## src/bdc_pkg.sv

```systemverilog
// Purpose: constants and state type of the block config space
// Assumes: 32-bit AHB-Lite register access, one aligned word per register
// Notes:   config words follow the packed config layout in byte order
package bdc_pkg;
  // config space word byte addresses
  localparam logic [7:0] OFF_CAP_LO    = 8'h00;
  localparam logic [7:0] OFF_CAP_HI    = 8'h04;
  localparam logic [7:0] OFF_SIZE_MAX  = 8'h08;
  localparam logic [7:0] OFF_SEG_MAX   = 8'h0C;
  localparam logic [7:0] OFF_GEOMETRY  = 8'h10;
  localparam logic [7:0] OFF_BLK_SIZE  = 8'h14;
  localparam logic [7:0] OFF_TOPO_A    = 8'h18;
  localparam logic [7:0] OFF_TOPO_B    = 8'h1C;
  localparam logic [7:0] OFF_CACHE_QC  = 8'h20;
  localparam logic [7:0] OFF_DISC_SECT = 8'h24;
  localparam logic [7:0] OFF_DISC_SEG  = 8'h28;
  localparam logic [7:0] OFF_DISC_ALGN = 8'h2C;
  localparam logic [7:0] OFF_ZF_SECT   = 8'h30;
  localparam logic [7:0] OFF_ZF_SEG    = 8'h34;
  localparam logic [7:0] OFF_ZF_DEALLC = 8'h38;
  // transport side registers
  localparam logic [7:0] OFF_DEV_FEAT  = 8'h40;
  localparam logic [7:0] OFF_DRV_FEAT  = 8'h44;
  localparam logic [7:0] OFF_STATUS    = 8'h48;
  localparam logic [7:0] OFF_CTRL      = 8'h4C;
  // feature bit positions
  localparam int FEAT_SIZE_MAX          = 1;
  localparam int FEAT_SEG_MAX           = 2;
  localparam int FEAT_GEOMETRY          = 4;
  localparam int FEAT_READ_ONLY         = 5;
  localparam int FEAT_BLK_SIZE          = 6;
  localparam int FEAT_FLUSH             = 9;
  localparam int FEAT_TOPOLOGY          = 10;
  localparam int FEAT_CACHE_MODE_CTRL   = 11;
  localparam int FEAT_MULTIQUEUE        = 12;
  localparam int FEAT_DISCARD           = 13;
  localparam int FEAT_WRITE_ZEROES      = 14;
  localparam logic [31:0] FEAT_ALL      = 32'h0000_7E76;
  // device status bits
  localparam int STAT_DRIVER            = 1;
  localparam int STAT_DRIVER_READY      = 2;
  localparam int STAT_FEATURES_ACCEPTED = 3;
  // control register bits
  localparam int CTRL_LEGACY            = 0;
  localparam int CTRL_NATIVE_BE         = 1;
  // cache mode encodings and protocol sector size
  localparam logic       CACHE_WRITETHROUGH = 1'b0;
  localparam logic       CACHE_WRITEBACK    = 1'b1;
  localparam int         SECTOR_BYTES       = 512;
  localparam logic [15:0] SINGLE_QUEUE      = 16'h0001;
  localparam logic [31:0] RESET_WORD        = 32'h0000_0000;
  localparam logic [7:0]  PAD_BYTE          = 8'h00;

  typedef struct packed {
    logic [31:0] drvFeat;
    logic [7:0]  status;
    logic        legacy;
    logic        nativeBe;
    logic        cacheWb;
    logic        wrPend;
    logic [7:0]  wrAddr;
    logic [31:0] rdata;
  } bdc_state_s;
endpackage
```

## src/bdc_config_space.sv

```systemverilog
// Purpose: block device config space and feature negotiation, AHB-Lite slave
// Assumes: zero wait state slave while ce high, single word transfers, OKAY only
// Notes:   read data is sampled at the address phase edge
//
// Notes on behaviour
// - one queue unless multiqueue negotiated
// - bits 1,2,4 validate size, segment and geometry
// - read-only offer makes every write fail
// - bits 6,10 validate block size, topology
// - bit 9 announces flush support
// - bit 11 announces cache mode switching
// - bit 12 multiqueue; queue count exists then
// - bit 13 discard, reports discard limits
// - bit 14 write-zeroes, reports its limits
// - capacity and cache mode byte always present; others feature gated
// - discard and zero-fill limits in sectors
// - sector unit fixed at 512 bytes
// - cache mode field RW; 0 thru, 1 back
// - field shows mode in effect after negotiation
// - flush offered always with cache control
// - cache control without flush starts writethrough; legacy keeps its mode
// - padding bytes read as zero
// - legacy fields in guest native byte order
// - legacy status writes change mode only on driver-ready or on a zero (reset) status write
// - legacy feature writes never change mode
//
// The AHB-Lite register port and the register offsets were chosen for this implementation.
`timescale 1ns/100ps
module bdc_config_space #(
  parameter logic [63:0] CAPACITY_SECTORS = 64'h0000_0000_0010_0000,
  parameter logic [31:0] SIZE_MAX         = 32'h0001_0000,
  parameter logic [31:0] SEG_MAX          = 32'h0000_0080,
  parameter logic [15:0] CYLINDERS        = 16'h0400,
  parameter logic [7:0]  HEADS            = 8'h10,
  parameter logic [7:0]  SECTORS_PER_TRK  = 8'h3F,
  parameter logic [31:0] BLOCK_SIZE       = 32'h0000_0200,
  parameter logic [7:0]  PHYS_BLOCK_LOG2  = 8'h03,
  parameter logic [7:0]  ALIGN_OFFSET     = 8'h00,
  parameter logic [15:0] MIN_TRANSFER     = 16'h0001,
  parameter logic [31:0] OPT_TRANSFER     = 32'h0000_0100,
  parameter logic [15:0] QUEUE_COUNT      = 16'h0004,
  parameter logic [31:0] DISCARD_SECTORS  = 32'h0040_0000,
  parameter logic [31:0] DISCARD_SEGMENTS = 32'h0000_0001,
  parameter logic [31:0] DISCARD_ALIGN    = 32'h0000_0008,
  parameter logic [31:0] ZF_SECTORS       = 32'h0040_0000,
  parameter logic [31:0] ZF_SEGMENTS      = 32'h0000_0001,
  parameter logic [7:0]  ZF_DEALLOCATE    = 8'h01,
  parameter logic [31:0] OFFER            = bdc_pkg::FEAT_ALL,
  parameter logic        CACHE_AT_RESET   = bdc_pkg::CACHE_WRITEBACK
) (
  input  wire logic        clk,
  input  wire logic        nrst,
  input  wire logic        ce,
  input  wire logic        hsel,
  input  wire logic [31:0] haddr,
  input  wire logic [1:0]  htrans,
  input  wire logic        hwrite,
  input  wire logic [2:0]  hsize,
  input  wire logic [31:0] hwdata,
  input  wire logic        hready,
  output logic             hreadyout,
  output logic             hresp,
  output logic [31:0]      hrdata,
  output logic [15:0]      activeQueues,
  output logic             writesFail,
  output logic             cacheWriteback,
  output logic             flushOffered,
  output logic             driverReady
);
  bdc_pkg::bdc_state_s st_q;
  bdc_pkg::bdc_state_s st_d;

  logic [31:0] devFeat;
  logic [31:0] negFeat;
  logic        swapOn;
  logic        addrTake;
  logic        wrCommit;
  logic        wrCache;
  logic        modernAccept;
  logic        legacyReady;
  logic [7:0]  newStatus;

  function automatic logic [15:0] swap16(input logic [15:0] v);
    swap16 = {v[7:0], v[15:8]};
  endfunction

  function automatic logic [31:0] swap32(input logic [31:0] v);
    swap32 = {v[7:0], v[15:8], v[23:16], v[31:24]};
  endfunction

  function automatic logic [31:0] gate(input logic en, input logic [31:0] v);
    gate = en ? v : bdc_pkg::RESET_WORD;
  endfunction

  // flush always accompanies cache control so the driver can force commits
  always_comb begin
    devFeat = OFFER & bdc_pkg::FEAT_ALL;
    if (OFFER[bdc_pkg::FEAT_CACHE_MODE_CTRL]) begin
      devFeat[bdc_pkg::FEAT_FLUSH] = 1'b1;
    end
  end

  assign negFeat = devFeat & st_q.drvFeat;
  assign swapOn  = st_q.legacy & st_q.nativeBe;

  // field word assembly, each multi-byte field swapped on its own
  function automatic logic [31:0] cfgWord(input logic [7:0] a, input logic sw);
    logic [31:0] w;
    logic [63:0] cap;
    w   = bdc_pkg::RESET_WORD;
    cap = CAPACITY_SECTORS;
    unique case (a)
      bdc_pkg::OFF_CAP_LO: begin
        w = sw ? swap32(cap[63:32]) : cap[31:0];
      end
      bdc_pkg::OFF_CAP_HI: begin
        w = sw ? swap32(cap[31:0]) : cap[63:32];
      end
      bdc_pkg::OFF_SIZE_MAX: begin
        w = gate(devFeat[bdc_pkg::FEAT_SIZE_MAX], sw ? swap32(SIZE_MAX) : SIZE_MAX);
      end
      bdc_pkg::OFF_SEG_MAX: begin
        w = gate(devFeat[bdc_pkg::FEAT_SEG_MAX], sw ? swap32(SEG_MAX) : SEG_MAX);
      end
      bdc_pkg::OFF_GEOMETRY: begin
        w = gate(devFeat[bdc_pkg::FEAT_GEOMETRY],
                 {SECTORS_PER_TRK, HEADS, sw ? swap16(CYLINDERS) : CYLINDERS});
      end
      bdc_pkg::OFF_BLK_SIZE: begin
        w = gate(devFeat[bdc_pkg::FEAT_BLK_SIZE], sw ? swap32(BLOCK_SIZE) : BLOCK_SIZE);
      end
      bdc_pkg::OFF_TOPO_A: begin
        w = gate(devFeat[bdc_pkg::FEAT_TOPOLOGY],
                 {sw ? swap16(MIN_TRANSFER) : MIN_TRANSFER, ALIGN_OFFSET,
                  PHYS_BLOCK_LOG2});
      end
      bdc_pkg::OFF_TOPO_B: begin
        w = gate(devFeat[bdc_pkg::FEAT_TOPOLOGY],
                 sw ? swap32(OPT_TRANSFER) : OPT_TRANSFER);
      end
      bdc_pkg::OFF_CACHE_QC: begin
        w[7:0]   = {7'h00, st_q.cacheWb};
        w[15:8]  = bdc_pkg::PAD_BYTE;
        if (devFeat[bdc_pkg::FEAT_MULTIQUEUE]) begin
          w[31:16] = sw ? swap16(QUEUE_COUNT) : QUEUE_COUNT;
        end
      end
      bdc_pkg::OFF_DISC_SECT: begin
        w = gate(devFeat[bdc_pkg::FEAT_DISCARD],
                 sw ? swap32(DISCARD_SECTORS) : DISCARD_SECTORS);
      end
      bdc_pkg::OFF_DISC_SEG: begin
        w = gate(devFeat[bdc_pkg::FEAT_DISCARD],
                 sw ? swap32(DISCARD_SEGMENTS) : DISCARD_SEGMENTS);
      end
      bdc_pkg::OFF_DISC_ALGN: begin
        w = gate(devFeat[bdc_pkg::FEAT_DISCARD],
                 sw ? swap32(DISCARD_ALIGN) : DISCARD_ALIGN);
      end
      bdc_pkg::OFF_ZF_SECT: begin
        w = gate(devFeat[bdc_pkg::FEAT_WRITE_ZEROES],
                 sw ? swap32(ZF_SECTORS) : ZF_SECTORS);
      end
      bdc_pkg::OFF_ZF_SEG: begin
        w = gate(devFeat[bdc_pkg::FEAT_WRITE_ZEROES],
                 sw ? swap32(ZF_SEGMENTS) : ZF_SEGMENTS);
      end
      bdc_pkg::OFF_ZF_DEALLC: begin
        w = {bdc_pkg::PAD_BYTE, bdc_pkg::PAD_BYTE, bdc_pkg::PAD_BYTE,
             devFeat[bdc_pkg::FEAT_WRITE_ZEROES] ? ZF_DEALLOCATE : bdc_pkg::PAD_BYTE};
      end
      bdc_pkg::OFF_DEV_FEAT: begin
        w = devFeat;
      end
      bdc_pkg::OFF_DRV_FEAT: begin
        w = st_q.drvFeat;
      end
      bdc_pkg::OFF_STATUS: begin
        w = {24'h00_0000, st_q.status};
      end
      bdc_pkg::OFF_CTRL: begin
        w = {30'h0000_0000, st_q.nativeBe, st_q.legacy};
      end
      default: begin
        w = bdc_pkg::RESET_WORD;
      end
    endcase
    cfgWord = w;
  endfunction

  assign addrTake = hsel & htrans[1] & hready & ce;
  assign wrCommit = st_q.wrPend & ce;
  assign newStatus = hwdata[7:0];

  // modern: field writable once cache control is negotiated and accepted;
  // legacy: the driver may write it before readiness
  assign wrCache = wrCommit & (st_q.wrAddr == bdc_pkg::OFF_CACHE_QC)
                 & negFeat[bdc_pkg::FEAT_CACHE_MODE_CTRL]
                 & (st_q.legacy | st_q.status[bdc_pkg::STAT_FEATURES_ACCEPTED]);

  assign modernAccept = wrCommit & ~st_q.legacy & (st_q.wrAddr == bdc_pkg::OFF_STATUS)
                      & newStatus[bdc_pkg::STAT_FEATURES_ACCEPTED]
                      & ~st_q.status[bdc_pkg::STAT_FEATURES_ACCEPTED];
  assign legacyReady  = wrCommit & st_q.legacy & (st_q.wrAddr == bdc_pkg::OFF_STATUS)
                      & newStatus[bdc_pkg::STAT_DRIVER_READY]
                      & ~st_q.status[bdc_pkg::STAT_DRIVER_READY]
                      & ~st_q.drvFeat[bdc_pkg::FEAT_CACHE_MODE_CTRL];

  always_comb begin
    st_d = st_q;
    if (wrCommit) begin
      st_d.wrPend = 1'b0;
      unique case (st_q.wrAddr)
        bdc_pkg::OFF_DRV_FEAT: begin
          // legacy feature writes touch only features, never the cache mode
          if (st_q.legacy | ~st_q.status[bdc_pkg::STAT_FEATURES_ACCEPTED]) begin
            st_d.drvFeat = hwdata & devFeat;
          end
        end
        bdc_pkg::OFF_STATUS: begin
          st_d.status = newStatus;
          if (newStatus == 8'h00) begin
            st_d.drvFeat = bdc_pkg::RESET_WORD;
            st_d.cacheWb = CACHE_AT_RESET;
          end
        end
        bdc_pkg::OFF_CTRL: begin
          st_d.legacy   = hwdata[bdc_pkg::CTRL_LEGACY];
          st_d.nativeBe = hwdata[bdc_pkg::CTRL_NATIVE_BE];
        end
        default: begin
          st_d.status = st_q.status;
        end
      endcase
    end
    if (wrCache) begin
      st_d.cacheWb = hwdata[0];
    end
    if (modernAccept) begin
      if (negFeat[bdc_pkg::FEAT_CACHE_MODE_CTRL]) begin
        if (~negFeat[bdc_pkg::FEAT_FLUSH]) begin
          st_d.cacheWb = bdc_pkg::CACHE_WRITETHROUGH;
        end
      end else begin
        st_d.cacheWb = negFeat[bdc_pkg::FEAT_FLUSH];
      end
    end
    if (legacyReady) begin
      st_d.cacheWb = negFeat[bdc_pkg::FEAT_FLUSH];
    end
    if (addrTake) begin
      st_d.wrPend = hwrite;
      st_d.wrAddr = {haddr[7:2], 2'b00};
      st_d.rdata  = hwrite ? bdc_pkg::RESET_WORD : cfgWord({haddr[7:2], 2'b00}, swapOn);
    end
  end

  always_ff @(posedge clk) begin
    if (!nrst) begin
      st_q <= '{drvFeat: 32'h0000_0000, status: 8'h00, legacy: 1'b0, nativeBe: 1'b0,
                cacheWb: CACHE_AT_RESET, wrPend: 1'b0, wrAddr: 8'h00,
                rdata: 32'h0000_0000};
    end else if (ce) begin
      st_q <= st_d;
    end
  end

  // stalling on a frozen clock enable keeps transfers from being lost
  assign hreadyout      = ce;
  assign hresp          = 1'b0;
  assign hrdata         = st_q.rdata;
  assign activeQueues   = negFeat[bdc_pkg::FEAT_MULTIQUEUE] ? QUEUE_COUNT
                                                            : bdc_pkg::SINGLE_QUEUE;
  assign writesFail     = devFeat[bdc_pkg::FEAT_READ_ONLY];
  assign cacheWriteback = st_q.cacheWb;
  assign flushOffered   = devFeat[bdc_pkg::FEAT_FLUSH];
  assign driverReady    = st_q.status[bdc_pkg::STAT_DRIVER_READY];
endmodule

```

## config.mk

```make
export PLATFORM = sky130hd
export DESIGN_NAME = bdc_config_space
export DESIGN_NICKNAME = d
export VERILOG_FILES = /design/src/bdc_pkg.sv /design/src/bdc_config_space.sv
export SDC_FILE = /design/constraint.sdc
export NUM_CORES = 1
export LEC_CHECK = 0
export BUFFER_PORTS_ARGS = -buffer_cell sky130_fd_sc_hd__buf_2
export CAP_MARGIN = 0
export CORE_ASPECT_RATIO = 1.2
export CORE_MARGIN = 4
export CORE_UTILIZATION = 43
export CTS_CLUSTER_SIZE = 40
export DETAILED_ROUTE_END_ITERATION = 6
export HOLD_SLACK_MARGIN = 0.08
export PLACE_DENSITY = 0.76
export SYNTH_ARGS = -nofsm -noshare
export SYNTH_HDL_FRONTEND = slang
export SYNTH_SLANG_ARGS = --single-unit
```

## constraint.sdc

```tcl
create_clock -name clk -period 1.8 [get_ports clk]
set_clock_uncertainty 0.2 [all_clocks]
set_input_delay 0 -clock clk [delete_from_list [all_inputs] [get_ports clk]]
set_output_delay 0 -clock clk [all_outputs]
set_load 0.02 [all_outputs]
```

# Yosys cells after proc, flatten, opt, wreduce, memory -nomap -nowiden
# Cells that the tools add are included.
dict set report totals {
  regBits 82
  in_bits 75
  output_inout_bits 54
}
dict set report op_classes {
  eq_ne 24
  muxes 27
  bitwise 23
  reduce_logical 11
}
# cell count
set ops {}
lappend ops {{32-bit one-hot mux with 17 select lines} 1}
lappend ops {{32-bit 2-to-1 mux} 4}
lappend ops {{32-bit one-hot mux with 2 select lines} 1}
lappend ops {{6-bit by 4-bit == test with 1-bit output (second input constant)} 8}
lappend ops {{6-bit by 5-bit == test with 1-bit output (second input constant)} 7}
lappend ops {{41-bit 2-to-1 mux} 1}
lappend ops {{17-bit 2-to-1 mux} 2}
lappend ops {{28-bit 2-to-1 mux} 1}
lappend ops {{25-bit 2-to-1 mux} 1}
lappend ops {{6-bit by 3-bit == test with 1-bit output (second input constant)} 4}
lappend ops {{23-bit 2-to-1 mux} 1}
lappend ops {{11-bit 2-to-1 mux} 2}
lappend ops {{21-bit 2-to-1 mux} 1}
lappend ops {{18-bit 2-to-1 mux} 1}
lappend ops {{1-bit bitwise AND} 17}
lappend ops {{13-bit 2-to-1 mux} 1}
lappend ops {{6-bit by 2-bit == test with 1-bit output (second input constant)} 2}
lappend ops {{9-bit 2-to-1 mux} 1}
lappend ops {{8-bit logical NOT} 1}
lappend ops {{1-bit 2-to-1 mux} 7}
lappend ops {{6-bit by 1-bit == test with 1-bit output (second input constant)} 1}
lappend ops {{6-bit logical NOT} 1}
lappend ops {{3-bit AND reduction} 2}
lappend ops {{5-bit AND reduction} 1}
lappend ops {{9 further kinds} 16}

# Depth between registers and ports, before layout
dict set report depth {
  depth_word 9
  ltp_mapped 7
  mapped_depth_nobuf 5
}

# Worst setup path after synthesis
# Ideal clock, no wire load.
dict set report synth_timing {
  path_type {register to register}
  startpoint {register st_q[36] in the netlist's numbering}
  endpoint {register st_q[44] in the netlist's numbering}
  arrival_ps 1436
  setup_slack_ps 37
  path_stages_with_launch 6
  n_path_buf 1
  cell_sequence {dfxtp_1 > or4b_4 > nor3_2 > buf_6 > mux2i_1 > nor2_1}
}
dict set report synth_between {
  elab_chain_len 2
}
# element line_no
set synth_lines {}
lappend synth_lines {{start, declared} bdc_config_space.sv:70} ;# bdc_pkg::bdc_state_s st_q;
lappend synth_lines {{start signal, assigned} bdc_config_space.sv:260} ;# st_q <= '{drvFeat: 32'h0000_0000, status: 8'h00, legacy: 1'b0, nativeBe: 1'b0,
lappend synth_lines {{start signal, assigned} bdc_config_space.sv:264} ;# st_q <= st_d;
lappend synth_lines {{6-bit by 5-bit == test with 1-bit output} bdc_config_space.sv:213} ;# unique case (st_q.wrAddr)
lappend synth_lines {{3-bit AND reduction (no source line)} --}
# No other way between the ends.
# A chain may end at the register's enable or synchronous reset.

# Worst setup path in the final report
dict set report layout_timing {
  startpoint {register st_q[36] in the netlist's numbering}
  endpoint {register st_q[43] in the netlist's numbering}
}
# The elaborated chain is that of the path after synthesis.

==> summary.txt <==
Outcome
  – Outcome: complete, but fails checks
  – Failing checks: negative setup slack

Power and ir drop
  – Worst VDD drop: 0.352 mV
  – Pwr dens: 646 nW/um2
  – Static Leak: 1.45 nW

Global route
  – Largest net degree at the start of global routing: 42
  – Initial antenna violation count: 0
  – Global-route wire length before repair: 12500 um
  – Number of global-route vias before repair: 2659
  – Grt total ovfl: 0
  – Gr usage total: 17.9%

Floorplan
  – Die width: 84.9 um
  – Num rows: 33
  – Number of I/O pins: 129
  – Starting Density: 44.5%
  – Core area: 6850 um2
  – Die height: 100 um
  – Die area: 8510 um2

Yosys
  – Async SR Flop Fraction: 0%
  – Top_reg_cell synth: dfxtp_1
  – Synth unique cells: 55
  – Most frequent cell after synthesis: dfxtp_1
  – Largest area contributor in the netlist: dfxtp_1
  – Ranking of synthesized cells by area: dfxtp_1 35%, buf_4 13%, nor2_1 5.0%
  – Synth warn: 0
  – Syn avg cell area: 8.14 um2
  – Mapped Cells: 375
  – Top cell types by occurrence after synthesis: 54 x dfxtp_1, 52 x buf_4, 41 x nor2_1, 35 x nand2_1, 23 x a21oi_1
  – Sequential-to-total area share from yosys stat: 35.4%
  – EDFF count, synth: 0
  – Seq cells post-synth: 54
  – Post-synth top area share: 35.4%
  – Mapped cell area: 3050 um2

Setup path
  – Startpoint types: flip-flop
  – Required @ worst endpoint: 1.79 ns
  – Crit path max fanout: 3
  – Setup slack, reg-to-reg: -0.10 ns
  – Top delay family on crit path: simple AND/OR/NAND/NOR gates
  – Slowest cell on the critical path: or4b_4
  – Crit-path max cell delay: 0.58 ns
  – R2R cell count: 5
  – Crit-path cells: or4b_4 -> nor2_4 -> and3_4 -> mux2i_2 -> nor2_1
  – Crit Path Category: reg -> reg
  – CP bufs+invs: 0
  – Critical path data arrival time: 1.89 ns
  – Crit. path cell count: 5
  – Setup crit end kind: flip-flop

STA
  – RSZ-0062 raised after global routing: yes
  – Final Hold Fails: 0
  – Worst Tran Pin Value: 0.508 ns
  – Min cycle time layout: 1.90 ns
  – Final setup violation count: 10
  – Period utilisation layout: 106%
  – Setup WS post-layout: -0.100 ns
  – Worst slew margin: 66.0%
  – Final slew viol count: 0
  – Peak Freq: 526 MHz

Clock network
  – Clk_lat worst skew: 0.31 ns
  – Clock tree from TritonCTS: done
  – Root buf cell: clkbuf_8
  – CTS Buffer Depth: 2
  – Htree depth: 2
  – Clock slew at reported path FFs: 0.11 ns
  – CTS Sinks: 54
  – TritonCTS Buffers: 5

Worst hold path
  – Hold Crit Class: in -> reg
  – Hold Path Cell Cnt: 5

Finish
  – Fin util: 53.2%
  – Share of cells above drive strength 1: 26.3%
  – Fin nets: 508
  – Layout area overhead: 19.5%
  – Final instance area: 3650 um2
  – Antenna cells: 0

Detailed routing
  – Routed Antenna Nets: 0
  – DR vias: 2743
  – Total routed wirelength: 7880 um
  – DRC violations left: 0
  – Vias per Instance: 5.26
  – Wire per inst: 15.1 um
  – 1st-pass router iterations: 4
  – Number of DRC markers in iteration 0: 237

Placed design
  – Placed inst area: 3200 um2
  – Port buffer count: 58
  – DP HPWL: 5600 um
  – Placer Congestion: 0.933

Run
  – Maxcap violations: 0
## registers in the layout, summed over array words and instances (netlist names)
name and cells:
cacheWriteback 1, hrdata 25, driverReady 1, st_q 16, negFeat 11
## routing by layer
layer / GRT usage (%) / part of all wire, %
met1: 21.5 / 42
met2: 31.0 / 50
met3: 3.12 / 6.0
met4: 7.92 / 1.8
met5: 0 / 0
## path summary, 6_finish.rpt
kind	from	end
worst max-delay path	st_q[36]	st_q[43]
worst min-delay path	hsel	st_q[39]
worst max register to register	st_q[36]	st_q[43]
worst min register to register	hrdata[17]	hrdata[17]
## stage by stage
| stage | setup WS, ns | instances | hold WS (ns) | setup TNS [ns] | power (mW) |
|---|---|---|---|---|---|
| final | -0.100 | 521 | 0.0752 | -0.504 | 2.35 |
| after global routing | -0.146 | 521 | 0.0900 | -1.28 | 2.43 |
| after detailed placement | -0.0715 | 488 | 0.0446 | -0.746 | 1.48 |
| after CTS | -0.0133 | 519 | -0.192 | -0.0285 | 2.35 |
| after floorplan | 0.0368 | 395 | -0.0874 | 0 | 1.43 |
| after global placement | -0.0131 | 488 | 0.0424 | -0.0861 | 1.48 |
## cells by family after synthesis
group,count (synthesis),share of synthesized area [%]
multiplexers,11,3.69
AND/OR/NAND/NOR,142,24.6
flip-flops,54,35.4
buffers and inverters,83,17.7
other,2,0.246
XOR/XNOR,2,0.574
AO/OA/AOI/OAI,81,17.8
## cells in the final DEF, fill, tap and decap left out, types with 2 or more instances in the layout
cell / netlist / layout
a2111oi_2: 0 / 3
a21oi_1: 23 / 23
a22oi_1: 11 / 11
a32o_1: 2 / 2
a32oi_1: 6 / 6
and3_1: 2 / 2
buf_2: 8 / 57
buf_4: 52 / 20
buf_6: 3 / 2
clkbuf_8: 0 / 5
conb_1: 2 / 22
dfxtp_1: 54 / 53
dlygate4sd3_1: 0 / 24
inv_1: 8 / 8
mux2_2: 2 / 2
mux2i_1: 9 / 8
nand2_1: 35 / 35
nand2b_1: 10 / 9
nand3_1: 17 / 17
nand3b_1: 2 / 2
nand4_1: 3 / 3
nor2_1: 41 / 39
nor2b_1: 8 / 8
nor3_1: 4 / 3
nor3_2: 2 / 2
nor3b_1: 2 / 2
nor4_1: 3 / 2
nor4_2: 1 / 2
nor4b_2: 2 / 3
o21ai_0: 8 / 8
o21ai_1: 12 / 12
o22ai_1: 3 / 3
o31ai_1: 2 / 2
or4_1: 2 / 2
xnor2_1: 2 / 2
## worst register-to-register path: stages (launching register included)
cell and delay (ns):
dfxtp_2 0.33, or4b_4 0.58, nor2_4 0.14, and3_4 0.22, mux2i_2 0.23, nor2_1 0.07
## repair_timing
action | CTS | global route
setup buffers | 0 | 1
gates resized for setup | 7 | 16
hold buffers | 23 | 1
pin swaps | 2 | 7
hold endpoints to repair | 44 | 3
setup endpoints to repair | 21 | 33
## layout make-up
| class | instances | area, um2 |
|---|---|---|
| inverter | 9 | 33.8 |
| multi-input combinational | 258 | 1580 |
| tap | 87 | 109 |
| sequential | 54 | 1080 |
| fill | 646 | 3210 |
| timing repair buffer | 105 | 726 |
| clock inverter | 3 | 47.5 |
| clock buffer | 5 | 68.8 |
## report_power, final
group	internal [mW]	leakage (nW)	switching (mW)	total [mW]
clock	0.422	0.0587	0.423	0.845
sequential	1.20	0.436	0.00502	1.20
combinational	0.117	0.952	0.188	0.305
Power figures use the tool's default switching activity.
